[src/rtl/smi_params.svh]
// Register offsets, field positions, masks and reset values of the
// system-management interrupt aggregator.
// Assumes it is included by bare name from the package and the design files.
`ifndef SMI_PARAMS_SVH
`define SMI_PARAMS_SVH

// ----------------------------------------------------------------------
// Register offsets
// ----------------------------------------------------------------------
`define OFS_STS1     8'h14
`define OFS_STS2     8'h15
`define OFS_STS3     8'h16
`define OFS_STS4     8'h17
`define OFS_EN1      8'h18
`define OFS_EN2      8'h19
`define OFS_EN3      8'h1A
`define OFS_EN4      8'h1B
`define OFS_MSC      8'h1C

// ----------------------------------------------------------------------
// Reset values and implemented-bit masks
// ----------------------------------------------------------------------
`define RST_REG      8'h00
`define EN1_MASK     8'h9F
`define EN2_MASK     8'hF7
`define EN2_SRC_MASK 8'h17
`define EN3_MASK     8'hFE
`define MSC_MASK     8'h3F
`define MSC_RD_MASK  8'h33

// ----------------------------------------------------------------------
// Field positions
// ----------------------------------------------------------------------
`define BIT_BATT     0
`define BIT_IR       2
`define BIT_CLICK    4
`define BIT_TO_WAKE  5
`define BIT_TO_SER   6
`define BIT_TO_PIN   7
`define SRC_COUNT    25

`endif

[src/rtl/smi_pkg.sv]
// Types shared by the interrupt aggregator files.
// Assumes smi_params.svh is on the include path.
`include "smi_params.svh"

package smi_pkg;
  typedef logic [7:0]            reg8_t;
  typedef logic [7:0]            addr_t;
  typedef logic [`SRC_COUNT-1:0] src_vec_t;
endpackage

[src/rtl/pin_edge_sync.sv]
// Two-flop synchroniser with level, rising-edge and either-edge outputs.
// Assumes asynchronous inputs and one clock; the first flop feeds only the second.
`timescale 1ns/100ps

module pin_edge_sync (
  // Clock and reset.
  input  wire logic              clk,
  input  wire logic              rst_n,
  // Raw pins and conditioned views.
  input  wire smi_pkg::src_vec_t din,
  output smi_pkg::src_vec_t      level,
  output smi_pkg::src_vec_t      rise,
  output smi_pkg::src_vec_t      toggle
);
  import smi_pkg::*;

  src_vec_t meta_ff;
  src_vec_t sync_ff;
  src_vec_t prev_ff;

  // Two flops bring the pins into the clock domain; a third holds history.
  always_ff @(posedge clk) begin
    if (!rst_n) begin
      meta_ff <= '0;
      sync_ff <= '0;
      prev_ff <= '0;
    end else begin
      meta_ff <= din;
      sync_ff <= meta_ff;
      prev_ff <= sync_ff;
    end
  end

  // Edge terms look only at the synchronised and history flops.
  assign level  = sync_ff;
  assign rise   = sync_ff & ~prev_ff;
  assign toggle = sync_ff ^ prev_ff;
endmodule

[src/rtl/sysmgmt_interrupt_aggregator.sv]
// System-management interrupt aggregator: status latches, enables, routing.
// Assumes a single 100 MHz clock, synchronous low reset, asynchronous source pins.
//
// How it works
// RULE_01: Status 3 bits 1-7 latch gpio21..gpio60 events; bit0 reserved; write one clears.
// RULE_02: Status 4 latches uart3,uart4,gpio32,gpio33,uart5,gpio42,uart6,gpio61; write one clears.
// RULE_03: Enable 1 gates battery, parallel, uart2, uart1, floppy, watchdog; bits 5,6 reserved.
// RULE_04: Enable 2 gates mouse, keyboard, infrared, click wake; bit 3 reserved.
// RULE_05: Enable 2 bit 5 forwards the group request to the wake logic.
// RULE_06: Enable 2 bit 6 puts the group request into the serial IRQ slot.
// RULE_07: Enable 2 bit 7 drives the group request onto the low-active pin.
// RULE_08: Enable 3 mirrors status 3, bits 1-7, bit 0 reserved.
// RULE_09: Enable 4 mirrors status 4 bit for bit.
// RULE_10: A source reaches the group request only while its enable bit is one.
// RULE_11: Edge status latches either edge of gpio21, gpio22, gpio60, gpio61.
// RULE_12: Writing one clears edge status bits 5:0; zero leaves them.
// RULE_13: Edge status bits 7:6 always read zero.
// RULE_14: Infrared status sets on any receive-pin transition; reading status 2 clears it.
// RULE_15: Battery-low bit clears on write one; other status 1 bits follow sources.
// RULE_16: Group request is OR of status AND enable over status registers 1-4; edge status is not included.
// RULE_17: Status bits latch regardless of enable settings.
//
// Added by the designer: the strobed register port.
`timescale 1ns/100ps
`include "smi_params.svh"

module sysmgmt_interrupt_aggregator (
  // Clock and reset.
  input  wire logic          SYS_CLK,
  input  wire logic          RSTN,
  // Register port.
  input  wire smi_pkg::addr_t ADDR,
  input  wire smi_pkg::reg8_t WR_DATA,
  input  wire logic          WR_STB,
  input  wire logic          RD_STB,
  output smi_pkg::reg8_t     RD_DATA,
  // Peripheral interrupt sources, active high.
  input  wire logic          BATT_LOW,
  input  wire logic          PAR_IRQ,
  input  wire logic          UART1_IRQ,
  input  wire logic          UART2_IRQ,
  input  wire logic          FLOPPY_IRQ,
  input  wire logic          WDOG_IRQ,
  input  wire logic          MOUSE_IRQ,
  input  wire logic          KBD_IRQ,
  input  wire logic          IR_RX,
  input  wire logic          MOUSE_CLICK_WAKE,
  input  wire logic          UART3_IRQ,
  input  wire logic          UART4_IRQ,
  input  wire logic          UART5_IRQ,
  input  wire logic          UART6_IRQ,
  // General-purpose event pins.
  input  wire logic          GPIO21,
  input  wire logic          GPIO22,
  input  wire logic          GPIO54,
  input  wire logic          GPIO55,
  input  wire logic          GPIO56,
  input  wire logic          GPIO57,
  input  wire logic          GPIO60,
  input  wire logic          GPIO32,
  input  wire logic          GPIO33,
  input  wire logic          GPIO42,
  input  wire logic          GPIO61,
  // Group request routes.
  output logic               GROUP_INTERRUPT_PIN_N,
  output logic               SERIRQ_GROUP_REQ,
  output logic               WAKE_GROUP_REQ
);
  import smi_pkg::*;

  // ----------------------------------------------------------------------
  // Helpers
  // ----------------------------------------------------------------------

  // Write-one-to-clear update in which a new event wins over the clear.
  function automatic reg8_t w1c(input reg8_t cur, input reg8_t set, input reg8_t clr);
    w1c = (cur & ~clr) | set;
  endfunction

  // ----------------------------------------------------------------------
  // Source conditioning
  // ----------------------------------------------------------------------
  src_vec_t raw;
  src_vec_t lvl;
  src_vec_t rise;
  src_vec_t tgl;

  // Sources packed in a fixed order; bit 0 is the battery input.
  assign raw = {GPIO61, GPIO42, GPIO33, GPIO32, GPIO60, GPIO57, GPIO56, GPIO55, GPIO54,
                GPIO22, GPIO21, UART6_IRQ, UART5_IRQ, UART4_IRQ, UART3_IRQ,
                MOUSE_CLICK_WAKE, IR_RX, KBD_IRQ, MOUSE_IRQ, WDOG_IRQ, FLOPPY_IRQ,
                UART1_IRQ, UART2_IRQ, PAR_IRQ, BATT_LOW};

  pin_edge_sync u_sync (
    .clk    (SYS_CLK),
    .rst_n  (RSTN),
    .din    (raw),
    .level  (lvl),
    .rise   (rise),
    .toggle (tgl)
  );

  // Event vectors laid out in register bit order.
  reg8_t sts1_live;
  reg8_t sts3_set;
  reg8_t sts4_set;
  reg8_t msc_set;
  logic  batt_set;
  logic  ir_set;
  logic  click_set;

  assign batt_set  = rise[0];
  assign sts1_live = {lvl[5], 2'b00, lvl[4], lvl[3], lvl[2], lvl[1], 1'b0};
  assign ir_set    = tgl[8]; // RULE_14
  assign click_set = rise[9];
  assign sts3_set  = {rise[20:14], 1'b0}; // RULE_01
  assign sts4_set  = {rise[24], lvl[13], rise[23], lvl[12], rise[22], rise[21], lvl[11], lvl[10]}; // RULE_02
  assign msc_set   = {2'b00, tgl[24], tgl[20], 2'b00, tgl[15], tgl[14]}; // RULE_11

  // ----------------------------------------------------------------------
  // Register decode
  // ----------------------------------------------------------------------
  logic wr_sts1, wr_sts2, wr_sts3, wr_sts4, wr_msc;
  logic wr_en1, wr_en2, wr_en3, wr_en4;
  logic rd_sts2;

  assign wr_sts1 = WR_STB && (ADDR == `OFS_STS1);
  assign wr_sts2 = WR_STB && (ADDR == `OFS_STS2);
  assign wr_sts3 = WR_STB && (ADDR == `OFS_STS3);
  assign wr_sts4 = WR_STB && (ADDR == `OFS_STS4);
  assign wr_en1  = WR_STB && (ADDR == `OFS_EN1);
  assign wr_en2  = WR_STB && (ADDR == `OFS_EN2);
  assign wr_en3  = WR_STB && (ADDR == `OFS_EN3);
  assign wr_en4  = WR_STB && (ADDR == `OFS_EN4);
  assign wr_msc  = WR_STB && (ADDR == `OFS_MSC);
  assign rd_sts2 = RD_STB && (ADDR == `OFS_STS2);

  // ----------------------------------------------------------------------
  // Status latches
  // ----------------------------------------------------------------------
  logic  batt_ff;
  logic  ir_ff;
  logic  click_ff;
  reg8_t sts3_ff;
  reg8_t sts4_ff;
  reg8_t msc_ff;

  // Battery-low latch clears on a written one; a new edge wins.
  always_ff @(posedge SYS_CLK) begin
    if (!RSTN) begin
      batt_ff <= 1'b0;
    end else begin
      batt_ff <= batt_set | (batt_ff & ~(wr_sts1 & WR_DATA[`BIT_BATT])); // RULE_15
    end
  end

  // Infrared activity clears on a read of status 2; a transition wins.
  always_ff @(posedge SYS_CLK) begin
    if (!RSTN) begin
      ir_ff <= 1'b0;
    end else begin
      ir_ff <= ir_set | (ir_ff & ~rd_sts2); // RULE_14
    end
  end

  // Click-wake latch clears on a written one.
  always_ff @(posedge SYS_CLK) begin
    if (!RSTN) begin
      click_ff <= 1'b0;
    end else begin
      click_ff <= click_set | (click_ff & ~(wr_sts2 & WR_DATA[`BIT_CLICK]));
    end
  end

  // Pin event latches; they set whatever the enables say.
  always_ff @(posedge SYS_CLK) begin
    if (!RSTN) begin
      sts3_ff <= `RST_REG;
      sts4_ff <= `RST_REG;
      msc_ff  <= `RST_REG;
    end else begin
      sts3_ff <= w1c(sts3_ff, sts3_set, wr_sts3 ? WR_DATA : 8'h00) & 8'hFE; // RULE_01 RULE_17
      sts4_ff <= w1c(sts4_ff, sts4_set, wr_sts4 ? WR_DATA : 8'h00); // RULE_02 RULE_17
      msc_ff  <= w1c(msc_ff, msc_set, wr_msc ? (WR_DATA & `MSC_MASK) : 8'h00); // RULE_12
    end
  end

  // ----------------------------------------------------------------------
  // Enable registers
  // ----------------------------------------------------------------------
  reg8_t en1_ff;
  reg8_t en2_ff;
  reg8_t en3_ff;
  reg8_t en4_ff;

  // Reserved enable bits are not stored and read as zero.
  always_ff @(posedge SYS_CLK) begin
    if (!RSTN) begin
      en1_ff <= `RST_REG;
      en2_ff <= `RST_REG;
      en3_ff <= `RST_REG;
      en4_ff <= `RST_REG;
    end else begin
      if (wr_en1) en1_ff <= WR_DATA & `EN1_MASK; // RULE_03
      if (wr_en2) en2_ff <= WR_DATA & `EN2_MASK; // RULE_04
      if (wr_en3) en3_ff <= WR_DATA & `EN3_MASK; // RULE_08
      if (wr_en4) en4_ff <= WR_DATA; // RULE_09
    end
  end

  // ----------------------------------------------------------------------
  // Readable status views and group request
  // ----------------------------------------------------------------------
  reg8_t sts1_view;
  reg8_t sts2_view;
  logic  group_ff;
  logic  nxt_group;

  assign sts1_view = sts1_live | {7'h00, batt_ff};
  assign sts2_view = {3'b000, click_ff, 1'b0, ir_ff, lvl[7], lvl[6]};

  // Each status bit counts only under its enable bit.
  assign nxt_group = |(sts1_view & en1_ff)                     // RULE_10 RULE_16
                   | |(sts2_view & en2_ff & `EN2_SRC_MASK)
                   | |(sts3_ff & en3_ff)
                   | |(sts4_ff & en4_ff);

  always_ff @(posedge SYS_CLK) begin
    if (!RSTN) begin
      group_ff <= 1'b0;
    end else begin
      group_ff <= nxt_group; // RULE_16
    end
  end

  // Route the group request to pin, serial IRQ slot and wake logic.
  always_ff @(posedge SYS_CLK) begin
    if (!RSTN) begin
      GROUP_INTERRUPT_PIN_N <= 1'b1;
      SERIRQ_GROUP_REQ      <= 1'b0;
      WAKE_GROUP_REQ        <= 1'b0;
    end else begin
      GROUP_INTERRUPT_PIN_N <= ~(group_ff & en2_ff[`BIT_TO_PIN]); // RULE_07
      SERIRQ_GROUP_REQ      <= group_ff & en2_ff[`BIT_TO_SER]; // RULE_06
      WAKE_GROUP_REQ        <= group_ff & en2_ff[`BIT_TO_WAKE]; // RULE_05
    end
  end

  // ----------------------------------------------------------------------
  // Read port
  // ----------------------------------------------------------------------
  reg8_t nxt_rd;

  // Unmapped offsets read zero.
  always_comb begin
    nxt_rd = 8'h00;
    case (ADDR)
      `OFS_STS1: nxt_rd = sts1_view;
      `OFS_STS2: nxt_rd = sts2_view;
      `OFS_STS3: nxt_rd = sts3_ff;
      `OFS_STS4: nxt_rd = sts4_ff;
      `OFS_EN1:  nxt_rd = en1_ff;
      `OFS_EN2:  nxt_rd = en2_ff;
      `OFS_EN3:  nxt_rd = en3_ff;
      `OFS_EN4:  nxt_rd = en4_ff;
      `OFS_MSC:  nxt_rd = msc_ff & `MSC_RD_MASK; // RULE_13
      default:   nxt_rd = 8'h00;
    endcase
  end

  // Read data stand only in the cycle after the strobe.
  always_ff @(posedge SYS_CLK) begin
    if (!RSTN) begin
      RD_DATA <= 8'h00;
    end else begin
      RD_DATA <= RD_STB ? nxt_rd : 8'h00;
    end
  end
endmodule

[config.mk]
export PLATFORM = sky130hd
export DESIGN_NAME = sysmgmt_interrupt_aggregator
export DESIGN_NICKNAME = d
export VERILOG_FILES = /design/src/rtl/smi_pkg.sv /design/src/rtl/pin_edge_sync.sv /design/src/rtl/sysmgmt_interrupt_aggregator.sv
export VERILOG_INCLUDE_DIRS = /design/src /design/src/rtl
export SDC_FILE = /design/constraint.sdc
export NUM_CORES = 1
export LEC_CHECK = 0
export BUFFER_PORTS_ARGS = -buffer_cell sky130_fd_sc_hd__buf_2
export CORE_ASPECT_RATIO = 1.5
export CORE_UTILIZATION = 55
export CTS_CLUSTER_DIAMETER = 150
export DETAILED_ROUTE_END_ITERATION = 7
export PLACE_DENSITY = 0.83
export SLEW_MARGIN = 20
export SYNTH_ARGS = -nofsm -noshare
export SYNTH_HDL_FRONTEND = slang
export SYNTH_SLANG_ARGS = --single-unit
[constraint.sdc]
create_clock -name SYS_CLK -period 2.1 [get_ports SYS_CLK]
set_clock_uncertainty 0.1 [all_clocks]
set_input_delay 0.315 -clock SYS_CLK [delete_from_list [all_inputs] [get_ports SYS_CLK]]
set_output_delay 0.315 -clock SYS_CLK [all_outputs]
set_load 0.05 [all_outputs]
* Word-level counts from Yosys, hierarchy flattened
Cells that the tools add are included.
** Operators by class
- Magnitude comparators :: 0
- Bitwise operators :: 35
- Shift-type cells :: 0
- Equal/unequal tests :: 9
- $mul :: 0
- $add $sub $neg :: 0
- Reduce and logical (&&, ||, !) cells :: 15
- Divide/modulo/power cells :: 0
- Muxes and demuxes :: 4
** Operators by type and width (count)
- 8-bit by 5-bit == test with 1-bit output (second input constant) :: 9
- 8-bit case mux with 9 select lines :: 1
- 8-bit AND :: 6
- 25-bit AND :: 1
- 25-bit NOT :: 1
- 25-bit XOR :: 1
- 8-bit OR reduction :: 3
- 8-bit two-way mux :: 2
- 8-bit NOT :: 2
- 8-bit bitwise OR :: 2
- 1-bit logical AND :: 10
- 1-bit AND :: 8
- 6-bit NOT with 8-bit output :: 1
- 8-bit by 1-bit bitwise OR with 8-bit output :: 1
- 8-bit by 6-bit bitwise OR with 8-bit output :: 1
- 6-bit two-way mux :: 1
- 1-bit bitwise OR :: 6
- 5-bit AND :: 1
- 1-bit NOT :: 4
- 4-bit OR reduction :: 1
- 2-bit AND reduction :: 1
** Storage, ports and cells
- Memory bits (read-only) :: 0
- Register bits :: 142
- Memory bits (writable) :: 0
- Memories :: 0
- Word-level logic and storage cells :: 82
- Bits in latches :: 0
- Input bits :: 45

* Logic depth before layout (Yosys ltp)
Gate-level depths: netlist of run 1.
- Word-level depth :: 6
- Mapped depth :: 6
- Mapped depth without buffers :: 4

* Cells and area by module
Synthesis of run 1 repeated with hierarchy kept, for this count alone.
** Second synthesis, totals
- Cell total of the unflattened synthesis :: 530
- Area, all modules :: 5459.0 µm²
** By module, submodules not included
- sysmgmt_interrupt_aggregator :: seq. area each 1241.2 µm², cells an instance 297, area each 2910.3 µm², instances 1
- pin_edge_sync :: seq. area each 1501.4 µm², cells an instance 233, area each 2548.7 µm², instances 1

* Least setup slack after synthesis of run 1
OpenSTA, ideal clock, no wires.
- Path type :: in2reg
- Start point :: input ADDR[5]
- End point :: register sts4_ff[0]
- Stages :: 5
- Data arrival time :: 1342 ps
- Setup slack :: 544 ps
- Library setup time :: 115 ps
- Buffers on the path :: 1
- Cell sequence :: nor4b_4 buf_6 nand3_4 o21a_1 o21a_1
** On the way
- Longest elaborated chain between the ends :: 6
** Ends and longest elaborated chain
- from (decl) :: RTL line sysmgmt_interrupt_aggregator.sv:32 : input wire smi_pkg::addr_t ADDR,
- 8-bit by 5-bit == test with 1-bit output
- 1-bit logical AND :: RTL line sysmgmt_interrupt_aggregator.sv:130 : assign wr_sts4 = WR_STB && (ADDR == `OFS_STS4);
- 8-bit two-way mux :: RTL line sysmgmt_interrupt_aggregator.sv:183 : sts4_ff <= w1c(sts4_ff, sts4_set, wr_sts4 ? WR_DATA : 8'h00);
- 8-bit NOT :: RTL line sysmgmt_interrupt_aggregator.sv:77 : w1c = (cur & ~clr) | set;
- 8-bit AND :: RTL line sysmgmt_interrupt_aggregator.sv:77
- 8-bit bitwise OR :: RTL line sysmgmt_interrupt_aggregator.sv:77
- to (signal assigned) :: RTL line sysmgmt_interrupt_aggregator.sv:179 : sts4_ff <= `RST_REG;
- to (signal assigned) :: RTL line sysmgmt_interrupt_aggregator.sv:183
- to (decl) :: RTL line sysmgmt_interrupt_aggregator.sv:145 : reg8_t sts4_ff;
Every way passes these cells.
A chain may end at the register's enable or synchronous reset.

* Worst setup path in the final report of run 1
- Start point :: input ADDR[3]
- End point :: register sts4_ff[0]
Same word-level chain as after synthesis.

==> impl_metrics.json, run 1 <==
{
  "outcome": "completed",
  "netlist_top_cells_count": "dfxtp_1 (126), and2_1 (66), nor2b_1 (32)",
  "vias_per_cell": 5.60,
  "n_fill_cell": 645,
  "reg2reg_to": "group_ff$_SDFF_PN0_",
  "crit_fanout": 17,
  "worstPathArrival_ps": 1770,
  "ir_drop_uv": 805,
  "clk_pin_slew_ps": 50,
  "grt_usage_pct": 26.0,
  "worstReg2RegStart": "sts4_ff[6]$_SDFF_PN0_",
  "die-area_um2": 9240,
  "critPathRequiredTime_ps": 2300,
  "slew_headroom_pct": 51.5,
  "synth_top_family_by_area": "simple AND/OR/NAND/NOR gates",
  "antenna_left": 0,
  "synthMuxAreaShare_pct": 7.35,
  "maxCapViolCount": 0,
  "synth_fa_ha_area_share_pct": 1.03,
  "critical_path_class": "in -> reg",
  "syn_nets": 503,
  "max_freq_ghz": 0.637,
  "whs_path_depth": 2,
  "syn_inst": 454,
  "drt_iter0_drc": 310,
  "min_to": "u_sync.meta_ff[4]$_SDFF_PN0_",
  "yosysWarnings": 0,
  "cts_made_buffers": 17,
  "clockRootBuffer": "clkbuf_16",
  "antenna_found_initial": 0,
  "synth-main-ff-cell": "dfxtp_1",
  "initial_core_util_pct": 57.2,
  "fp.coreArea_um2": 8520,
  "synth_compound_area_share_pct": 14.5,
  "yosysMostFrequentCell": "dfxtp_1",
  "dr.pass1.iters": 8,
  "drive_gt1_share_pct": 21.7,
  "die_h_um": 117,
  "grt_pass1_wl_um": 17600,
  "worst_r2r_path_depth": 4,
  "synth_seq_area_share_pct": 51.8,
  "hold_class": "in -> reg",
  "synth_area_leaders": "dfxtp_1 (52%), and2_1 (8.5%), mux2i_1 (6.0%)",
  "clk_latency_ps": 410,
  "rows": 41,
  "syn_area_um2": 4870,
  "area_growth_pct": 22.5,
  "rsz0062_at_grt": "false",
  "fp.dieW_um": 78.8,
  "grt_pass1_vias": 3489,
  "htreeDepth": 4,
  "gp_congestion": 0.940,
  "cts_tree": "built",
  "dp_hpwl_um": 7320,
  "end_kind": "register",
  "setup_viol": 0,
  "async_flop_share_pct": 0,
  "r2r_slack_ps": 670,
  "worst_setup_path_start_kind": "primary input",
  "synth_xor_area_share_pct": 0.180,
  "timing.final.crit_share_pct": 74.8,
  "antennaDiodeCount": 0,
  "clockBufferDepth": 2,
  "setup_tns_ps": 0,
  "yosys_register_bits": 126,
  "wirelength_um": 10900,
  "synth-edff-count": 0,
  "synthSimpleGateAreaFrac_pct": 21.5,
  "min_from": "FLOPPY_IRQ",
  "synth_top_area_share_pct": 51.8,
  "power_density_nw_per_um2": 979,
  "clock_sinks": 126,
  "boundaryPins": 56,
  "grt_max_degree": 105,
  "maxSlewViolCount": 0,
  "period_needed_ps": 1570,
  "num-nets-final": 570,
  "synth_cell_types": 50,
  "syn_avg_cell_area_um2": 10.7,
  "post_cts_resized": 0,
  "yosysTopAreaCell": "dfxtp_1",
  "utilization_pct": 70.0,
  "p_leak_uw": 0.00251,
  "hold_violations": 0,
  "via_count": 3588,
  "drc": 0,
  "port_buffers": 55,
  "wl_per_cell_um": 17.0,
  "worst_pin_slew_ps": 727,
  "gr-total-overflow": 0
}
sequential cells by signal, summed over array words and instances (netlist names), 4 cells and up:
register,count
u_sync.level,25
u_sync.prev_ff,14
msc_ff,4
RD_DATA,8
en3_ff,7
en2_ff,7
en1_ff,6
sts3_ff,7
sts4_ff,8
u_sync.meta_ff,25
en4_ff,8
worst max path at each step:
| stage | from | endpoint | slack (ps) | cells after the start |
|---|---|---|---|---|
| after floorplan | ADDR[5] | sts4_ff[0]$_SDFF_PN0_ | 540 | 5 |
| after global placement | ADDR[3] | sts4_ff[0]$_SDFF_PN0_ | 140 | 5 |
| after detailed placement | ADDR[3] | sts4_ff[0]$_SDFF_PN0_ | 140 | 5 |
| after CTS | ADDR[3] | sts4_ff[0]$_SDFF_PN0_ | 560 | 5 |
| after global routing | ADDR[3] | sts4_ff[0]$_SDFF_PN0_ | 460 | 5 |
| final | ADDR[3] | sts4_ff[0]$_SDFF_PN0_ | 530 | 5 |
metal layers:
metal / up-vias / global-route usage [%] / wire, um
met3: 28 / 8.06 / 672
met1: 1672 / 28.2 / 4260
li1: 1718 / - / -
met4: 0 / 15.2 / 342
met2: 170 / 44.6 / 5620
met5: - / 0 / 0
what timing repair did:
action | in CTS | in global routing
setup buffers | 0 | 0
endpoints found under the hold margin | 10 | 0
setup endpoints to repair | 0 | 0
hold buffers | 10 | 0
logic make-up after synthesis:
family / count (synthesis)
xor gates and xnor gates: 1
buffers and inverters: 33
and+or+nand+nor: 160
adders and majority gates: 4
muxes: 35
AOI/OAI and AO/OA: 95
DFF: 126
through the flow:
| stage | hold WS, ps | total power [uW] | setup slack [ps] | cells | instance area [um^2] |
|---|---|---|---|---|---|
| global route | 13.7 | 6030 | 459 | 641 | 5960 |
| finish | 14.9 | 5840 | 530 | 641 | 5960 |
| global placement | 314 | 2820 | 136 | 599 | 5230 |
| detailed placement | 318 | 2820 | 140 | 599 | 5230 |
| floorplan | 278 | 2720 | 544 | 454 | 4870 |
| CTS | 0.0755 | 5870 | 559 | 641 | 5960 |
worst max-delay path, cell delays in order:
cell and delay [ps]:
buf_2 130, and2b_1 670, nand3_4 240, o21a_1 240, o21a_1 170
placed cells by master, fill, tap and decap left out, drive strengths merged, types with 4 or more instances in the layout:
cell / netlist / layout
dfxtp: 126 / 126
and2: 69 / 69
buf: 11 / 67
nor2b: 32 / 32
mux2i: 29 / 29
clkbuf: 18 / 21
o21a: 17 / 17
nand2: 16 / 16
a22oi: 15 / 15
a22o: 14 / 14
a21boi: 14 / 14
o21ai: 13 / 13
nand3: 11 / 11
dlygate4sd3: 0 / 10
nand2b: 9 / 9
nand4: 9 / 9
a21oi: 7 / 7
mux2: 6 / 6
inv: 4 / 6
ha: 4 / 4
layout make-up:
cell class | instances | area (um^2) | area share [%]
timing repair buffer | 77 | 490 | 8.22
multi-input combinational | 295 | 2170 | 36.4
clock inverter | 11 | 153 | 2.56
inverter | 4 | 15.0 | 0.252
sequential | 126 | 2520 | 42.3
clock buffer | 21 | 480 | 8.06
tap | 107 | 134 | 2.25
power by group:
group	internal, uW	switching (uW)
Clock	2000	1040
Combinational	138	147
Sequential	2470	40.3
Total	4610	1230
Power figures use the tool's default switching activity.
==> run 2, diff against run 1 <==
==> constraint.sdc (replaced) <==
create_clock -name SYS_CLK -period 1.6 [get_ports SYS_CLK]
set_clock_uncertainty 0.1 [all_clocks]
set_input_delay 0.24 -clock SYS_CLK [delete_from_list [all_inputs] [get_ports SYS_CLK]]
set_output_delay 0.24 -clock SYS_CLK [all_outputs]
set_load 0.05 [all_outputs]
==> impl_metrics.json, run 2 (synthesis results as in run 1) <==
{
  "worst_r2r_path_depth": 4,
  "worstPathArrival_ps": 1650,
  "finalNonFillerCells": 684,
  "port_buffers": 55,
  "reg2reg_to": "group_ff$_SDFF_PN0_",
  "whs_path_depth": 3,
  "clk_latency_ps": 410,
  "cpPeakStageDelay_ps": 320,
  "antennaDiodeCount": 0,
  "min_from": "WR_DATA[6]",
  "ir_drop_uv": 970,
  "dp_cells": 627,
  "wl_per_cell_um": 18.2,
  "grt_pass1_wl_um": 19700,
  "grt_pass1_vias": 3837,
  "area_growth_pct": 30.2,
  "num-nets-final": 613,
  "cts_made_buffers": 17,
  "max_freq_ghz": 0.686,
  "clk_pin_slew_ps": 60,
  "hold_violations": 0,
  "die_h_um": 117,
  "mostFrequentLayoutCell": "dfxtp_1",
  "rsz0062_at_grt": "false",
  "crit_fanout": 2,
  "hold_class": "in -> reg",
  "crit_start": "sts4_ff[6]$_SDFF_PN0_",
  "clockRootBuffer": "clkbuf_16",
  "crit_path_cell_trace": "a22o_1 -> a221oi_1 -> nand4_1 -> o31a_1",
  "r2r_slack_ps": 140,
  "drt_iter0_drc": 193,
  "setup_viol": 0,
  "die-area_um2": 9240,
  "maxSlewViolCount": 0,
  "clock_sinks": 126,
  "timing.final.crit_share_pct": 91.1,
  "cts_tree": "built",
  "grt_usage_pct": 29.1,
  "post_cts_resized": 0,
  "initial_core_util_pct": 57.2,
  "antenna_found_initial": 0,
  "whs_ps": 64.3,
  "worst_setup_path_start_kind": "register",
  "wirelength_um": 12400,
  "grt_max_degree": 105,
  "clockBufferDepth": 2,
  "layout_common_cells": "dfxtp_1 (126), and2_1 (66), buf_2 (55), buf_4 (38), nor2b_1 (32)",
  "htreeDepth": 4,
  "p_leak_uw": 0.00272,
  "fp.dieW_um": 78.8,
  "cts_setup_buffers": 0,
  "via_count": 3737,
  "worst_pin_slew_ps": 422,
  "power_density_nw_per_um2": 1250,
  "critPathRequiredTime_ps": 1790,
  "maxCapViolCount": 0,
  "boundaryPins": 56,
  "vias_per_cell": 5.46,
  "drc": 0,
  "outcome": "completed",
  "dr.pass1.iters": 4,
  "fp.coreArea_um2": 8520,
  "slew_headroom_pct": 71.8,
  "gp_congestion": 0.902,
  "end_kind": "register",
  "gr-total-overflow": 0,
  "worst_path_max_delay_cell": "dfxtp_1",
  "drive_gt1_share_pct": 25.0,
  "min_to": "en2_ff[6]$_SDFFE_PN0P_",
  "worstReg2RegStart": "sts4_ff[6]$_SDFF_PN0_",
  "antenna_left": 0,
  "rows": 41,
  "critical_path_class": "reg -> reg",
  "period_needed_ps": 1460,
  "dp_hpwl_um": 8090
}
-- run 2: area by class of cell --
class	count	area (um^2)
flip-flops and latches	126	2520
fillers	585	2180
multi-input cells	295	2170
repair buffers	120	851
clock buffers	20	467
clock inverters	12	181
well taps	107	134
inverters	4	15.0
-- run 2: worst max path at each step --
stage,end,slack [ps]
6_report,group_ff$_SDFF_PN0_,140
5_1_grt,group_ff$_SDFF_PN0_,110
4_1_cts,group_ff$_SDFF_PN0_,140
3_5_place_dp,en4_ff[5]$_SDFFE_PN0P_,-130
3_3_place_gp,en4_ff[3]$_SDFFE_PN0P_,-140
2_1_floorplan,sts4_ff[0]$_SDFF_PN0_,120
-- run 2: where the power goes --
group | total, uW | switching, uW | internal [uW]
clock network | 4180 | 1430 | 2740
registers | 3300 | 55.8 | 3240
logic | 447 | 215 | 232
total | 7920 | 1700 | 6220
-- run 2: critical path: cells and delay by family, from the launching register on --
family           cells  cell delay [ps]
flip-flops           1              320
AND/OR/NAND/NOR      1              130
AO/OA/AOI/OAI        3              800
-- run 2: what timing repair did --
item | CTS | global route
endpoints found under the hold margin | 25 | 0
setup endpoints to repair | 0 | 0
hold buffers | 25 | 0
-- run 2: per-layer routing --
layer,up-vias,global-route usage [%],wire length [um]
li1,1808,-,-
met1,1795,33.4,5310
met2,105,50.6,6290
met3,29,6.43,443
met4,0,15.4,397
met5,-,0,0
-- run 2: through the flow --
step	setup WS (ps)	setup TNS [ps]	util (%)	area [um^2]	power, uW
after floorplan	119	0	-	4870	3560
after global placement	-136	-1520	63.9	5440	3730
after detailed placement	-130	-2490	63.9	5440	3750
after CTS	142	0	74.4	6340	7920
after global routing	109	0	74.4	6340	8160
final	142	0	74.4	6340	7920
==> run 3, diff against run 2 <==
--- a/config.mk
+++ b/config.mk
@@ -8,10 +8,11 @@
 export LEC_CHECK = 0
 export BUFFER_PORTS_ARGS = -buffer_cell sky130_fd_sc_hd__buf_2
 export CORE_ASPECT_RATIO = 1.5
-export CORE_UTILIZATION = 55
+export CORE_UTILIZATION = 52
 export CTS_CLUSTER_DIAMETER = 150
 export DETAILED_ROUTE_END_ITERATION = 7
-export PLACE_DENSITY = 0.83
+export PLACE_DENSITY = 0.82
+export REMOVE_ABC_BUFFERS = 1
 export SLEW_MARGIN = 20
 export SYNTH_ARGS = -nofsm -noshare
 export SYNTH_HDL_FRONTEND = slang
==> constraint.sdc (replaced) <==
create_clock -name SYS_CLK -period 1.2 [get_ports SYS_CLK]
set_clock_uncertainty 0.1 [all_clocks]
set_input_delay 0.18 -clock SYS_CLK [delete_from_list [all_inputs] [get_ports SYS_CLK]]
set_output_delay 0.18 -clock SYS_CLK [all_outputs]
set_load 0.05 [all_outputs]
==> impl_metrics.json, run 3 (synthesis results as in run 1) <==
{
  "outcome": "complete, but fails checks",
  "violations": "setup timing",
  "fp.dieW_um": 81.0,
  "dp_hpwl_um": 8710,
  "hold_violations": 0,
  "worst_path_max_delay_cell": "dfxtp_2",
  "setup_ws_ps": -272,
  "p_leak_uw": 0.00297,
  "antenna_found_initial": 0,
  "ir_drop_uv": 1230,
  "rows": 42,
  "slew_headroom_pct": 77.4,
  "rsz0062_at_grt": "true",
  "critical_path.endpoint": "group_ff$_SDFF_PN0_",
  "cpPeakStageDelay_ps": 340,
  "crit_fanout": 2,
  "dp_cells": 667,
  "path_buf_inv": 0,
  "num-nets-final": 656,
  "wirelength_um": 12600,
  "reg2reg_to": "group_ff$_SDFF_PN0_",
  "fp.coreArea_um2": 8930,
  "layout_common_cells": "dfxtp_1 (104), and2_1 (67), buf_4 (67), buf_2 (43), nor2b_1 (31)",
  "clk_latency_ps": 410,
  "dr.pass1.iters": 7,
  "antenna_left": 0,
  "p_sw_uw": 2270,
  "timing.final.crit_share_pct": 123,
  "cts_tree": "built",
  "period_needed_ps": 1470,
  "mostFrequentLayoutCell": "dfxtp_1",
  "boundaryPins": 56,
  "power.total_uw": 9930,
  "drt_iter0_drc": 311,
  "critPathRequiredTime_ps": 1400,
  "worst_r2r_path_depth": 4,
  "area_growth_pct": 40.3,
  "drc": 0,
  "grt_pass1_vias": 3977,
  "end_kind": "register",
  "grt_usage_pct": 28.0,
  "hold_class": "in -> reg",
  "gr-total-overflow": 0,
  "worstPathArrival_ps": 1670,
  "clockBufferDepth": 2,
  "die-area_um2": 9760,
  "max_freq_ghz": 0.679,
  "vias_per_cell": 5.40,
  "multi_input_area_um2": 2230,
  "maxCapViolCount": 0,
  "maxSlewViolCount": 0,
  "clock_sinks": 126,
  "setup_viol": 5,
  "clk_pin_slew_ps": 60,
  "worst_pin_slew_ps": 338,
  "port_buffers": 55,
  "finalNonFillerCells": 730,
  "worstReg2RegStart": "sts4_ff[6]$_SDFF_PN0_",
  "p_clk_share_pct": 48.9,
  "die_h_um": 121,
  "drive_gt1_share_pct": 34.8,
  "cts_made_buffers": 17,
  "initial_core_util_pct": 54.5,
  "seqPwrFrac_pct": 44.2,
  "power_density_nw_per_um2": 1450,
  "grt_pass1_wl_um": 19800,
  "r2r_slack_ps": -270,
  "worst_setup_path_start_kind": "register",
  "crit_path_cell_trace": "a22o_1 -> a221oi_2 -> nand4_1 -> o31a_1",
  "setup_tns_ps": -494,
  "htreeDepth": 4,
  "antennaDiodeCount": 0,
  "placed_cell_area_um2": 5760,
  "dp_slack_ps": -455,
  "gp_congestion": 0.902,
  "crit_family": "compound AO/OA/AOI/OAI gates",
  "n_fill_cell": 589,
  "switching_share_pct": 22.8,
  "combPwrFrac_pct": 6.9,
  "wl_per_cell_um": 17.3,
  "via_count": 3941,
  "ff_latch_area_um2": 2550,
  "intPower_uw": 7660,
  "grt_max_degree": 73,
  "critical_path_class": "reg -> reg",
  "fin_area_um2": 6830,
  "crit_cells": 4,
  "crit_start": "sts4_ff[6]$_SDFF_PN0_",
  "clockRootBuffer": "clkbuf_16"
}
==> run 3: cell types whose count changed in the layout (fill, tap and decap cells not counted), moves of 3 or more <==
| cell | change |
|---|---|
| buf_12 | +3 |
| buf_2 | -12 |
| buf_4 | +29 |
| buf_6 | +21 |
| bufinv_16 | -3 |
| dfxtp_1 | -22 |
| dfxtp_2 | +21 |
| mux2_2 | -3 |
| mux2_4 | +3 |
==> run 3: cell type report <==
class | instances | share of cell area [%]
clock buffers | 20 | 6.69
clock inverters | 12 | 1.61
inverters | 4 | 0.220
multi-input cells | 295 | 32.6
flip-flops and latches | 126 | 37.4
well taps | 110 | 2.02
repair buffers | 163 | 19.5
==> run 3: per-layer routing <==
metal,vias to the layer above,GRT usage [%],part of all wire (%)
met5,-,0,0
met3,43,7.47,5.3
met1,1863,31.3,39
met2,141,46.2,50
li1,1894,-,-
met4,0,17.0,5.1
==> run 3: per-stage QoR <==
step | util, % | hold WS (ps)
6_report | 76.4 | 7.92
5_1_grt | 76.4 | 27.9
4_1_cts | 74.8 | 4.05
3_5_place_dp | 64.5 | 288
3_3_place_gp | 64.5 | 284
2_1_floorplan | - | 165
==> run 3: power by group through the flow <==
stage / Combinational (uW) / Clock [uW] / Sequential, uW
after global routing: 743 / 5130 / 4400
after CTS: 663 / 4900 / 4390
final: 686 / 4850 / 4390
after detailed placement: 586 / 0 / 4480
after floorplan: 224 / 0 / 4450
after global placement: 577 / 0 / 4470
==> run 3: tightest hold or removal path: stages <==
cell and delay [ps]:
buf_2 130, mux2i_1 80, nor2b_1 90
==> run 3: worst min path at each step <==
| stage | startpoint | end | slack, ps | depth (start not counted) |
|---|---|---|---|---|
| detailed placement | KBD_IRQ | u_sync.meta_ff[7]$_SDFF_PN0_ | 290 | 2 |
| global placement | GPIO21 | u_sync.meta_ff[14]$_SDFF_PN0_ | 280 | 2 |
| finish | WR_DATA[6] | en2_ff[6]$_SDFFE_PN0P_ | 8 | 3 |
| global route | WR_DATA[6] | en2_ff[6]$_SDFFE_PN0P_ | 30 | 3 |
| floorplan | RSTN | GROUP_INTERRUPT_PIN_N$_SDFF_PN1_ | 160 | 1 |
| CTS | WR_DATA[2] | en4_ff[2]$_SDFFE_PN0P_ | 4 | 3 |
==> run 3: timing repair <==
item | 4_1_cts | 5_1_grt
endpoints found under the hold margin | 26 | 0
hold buffers | 26 | 0
resized for setup | 33 | 44
pin swaps | 9 | 15
setup buffers | 1 | 3
cloned | 0 | 1
endpoints found under the setup margin | 24 | 48
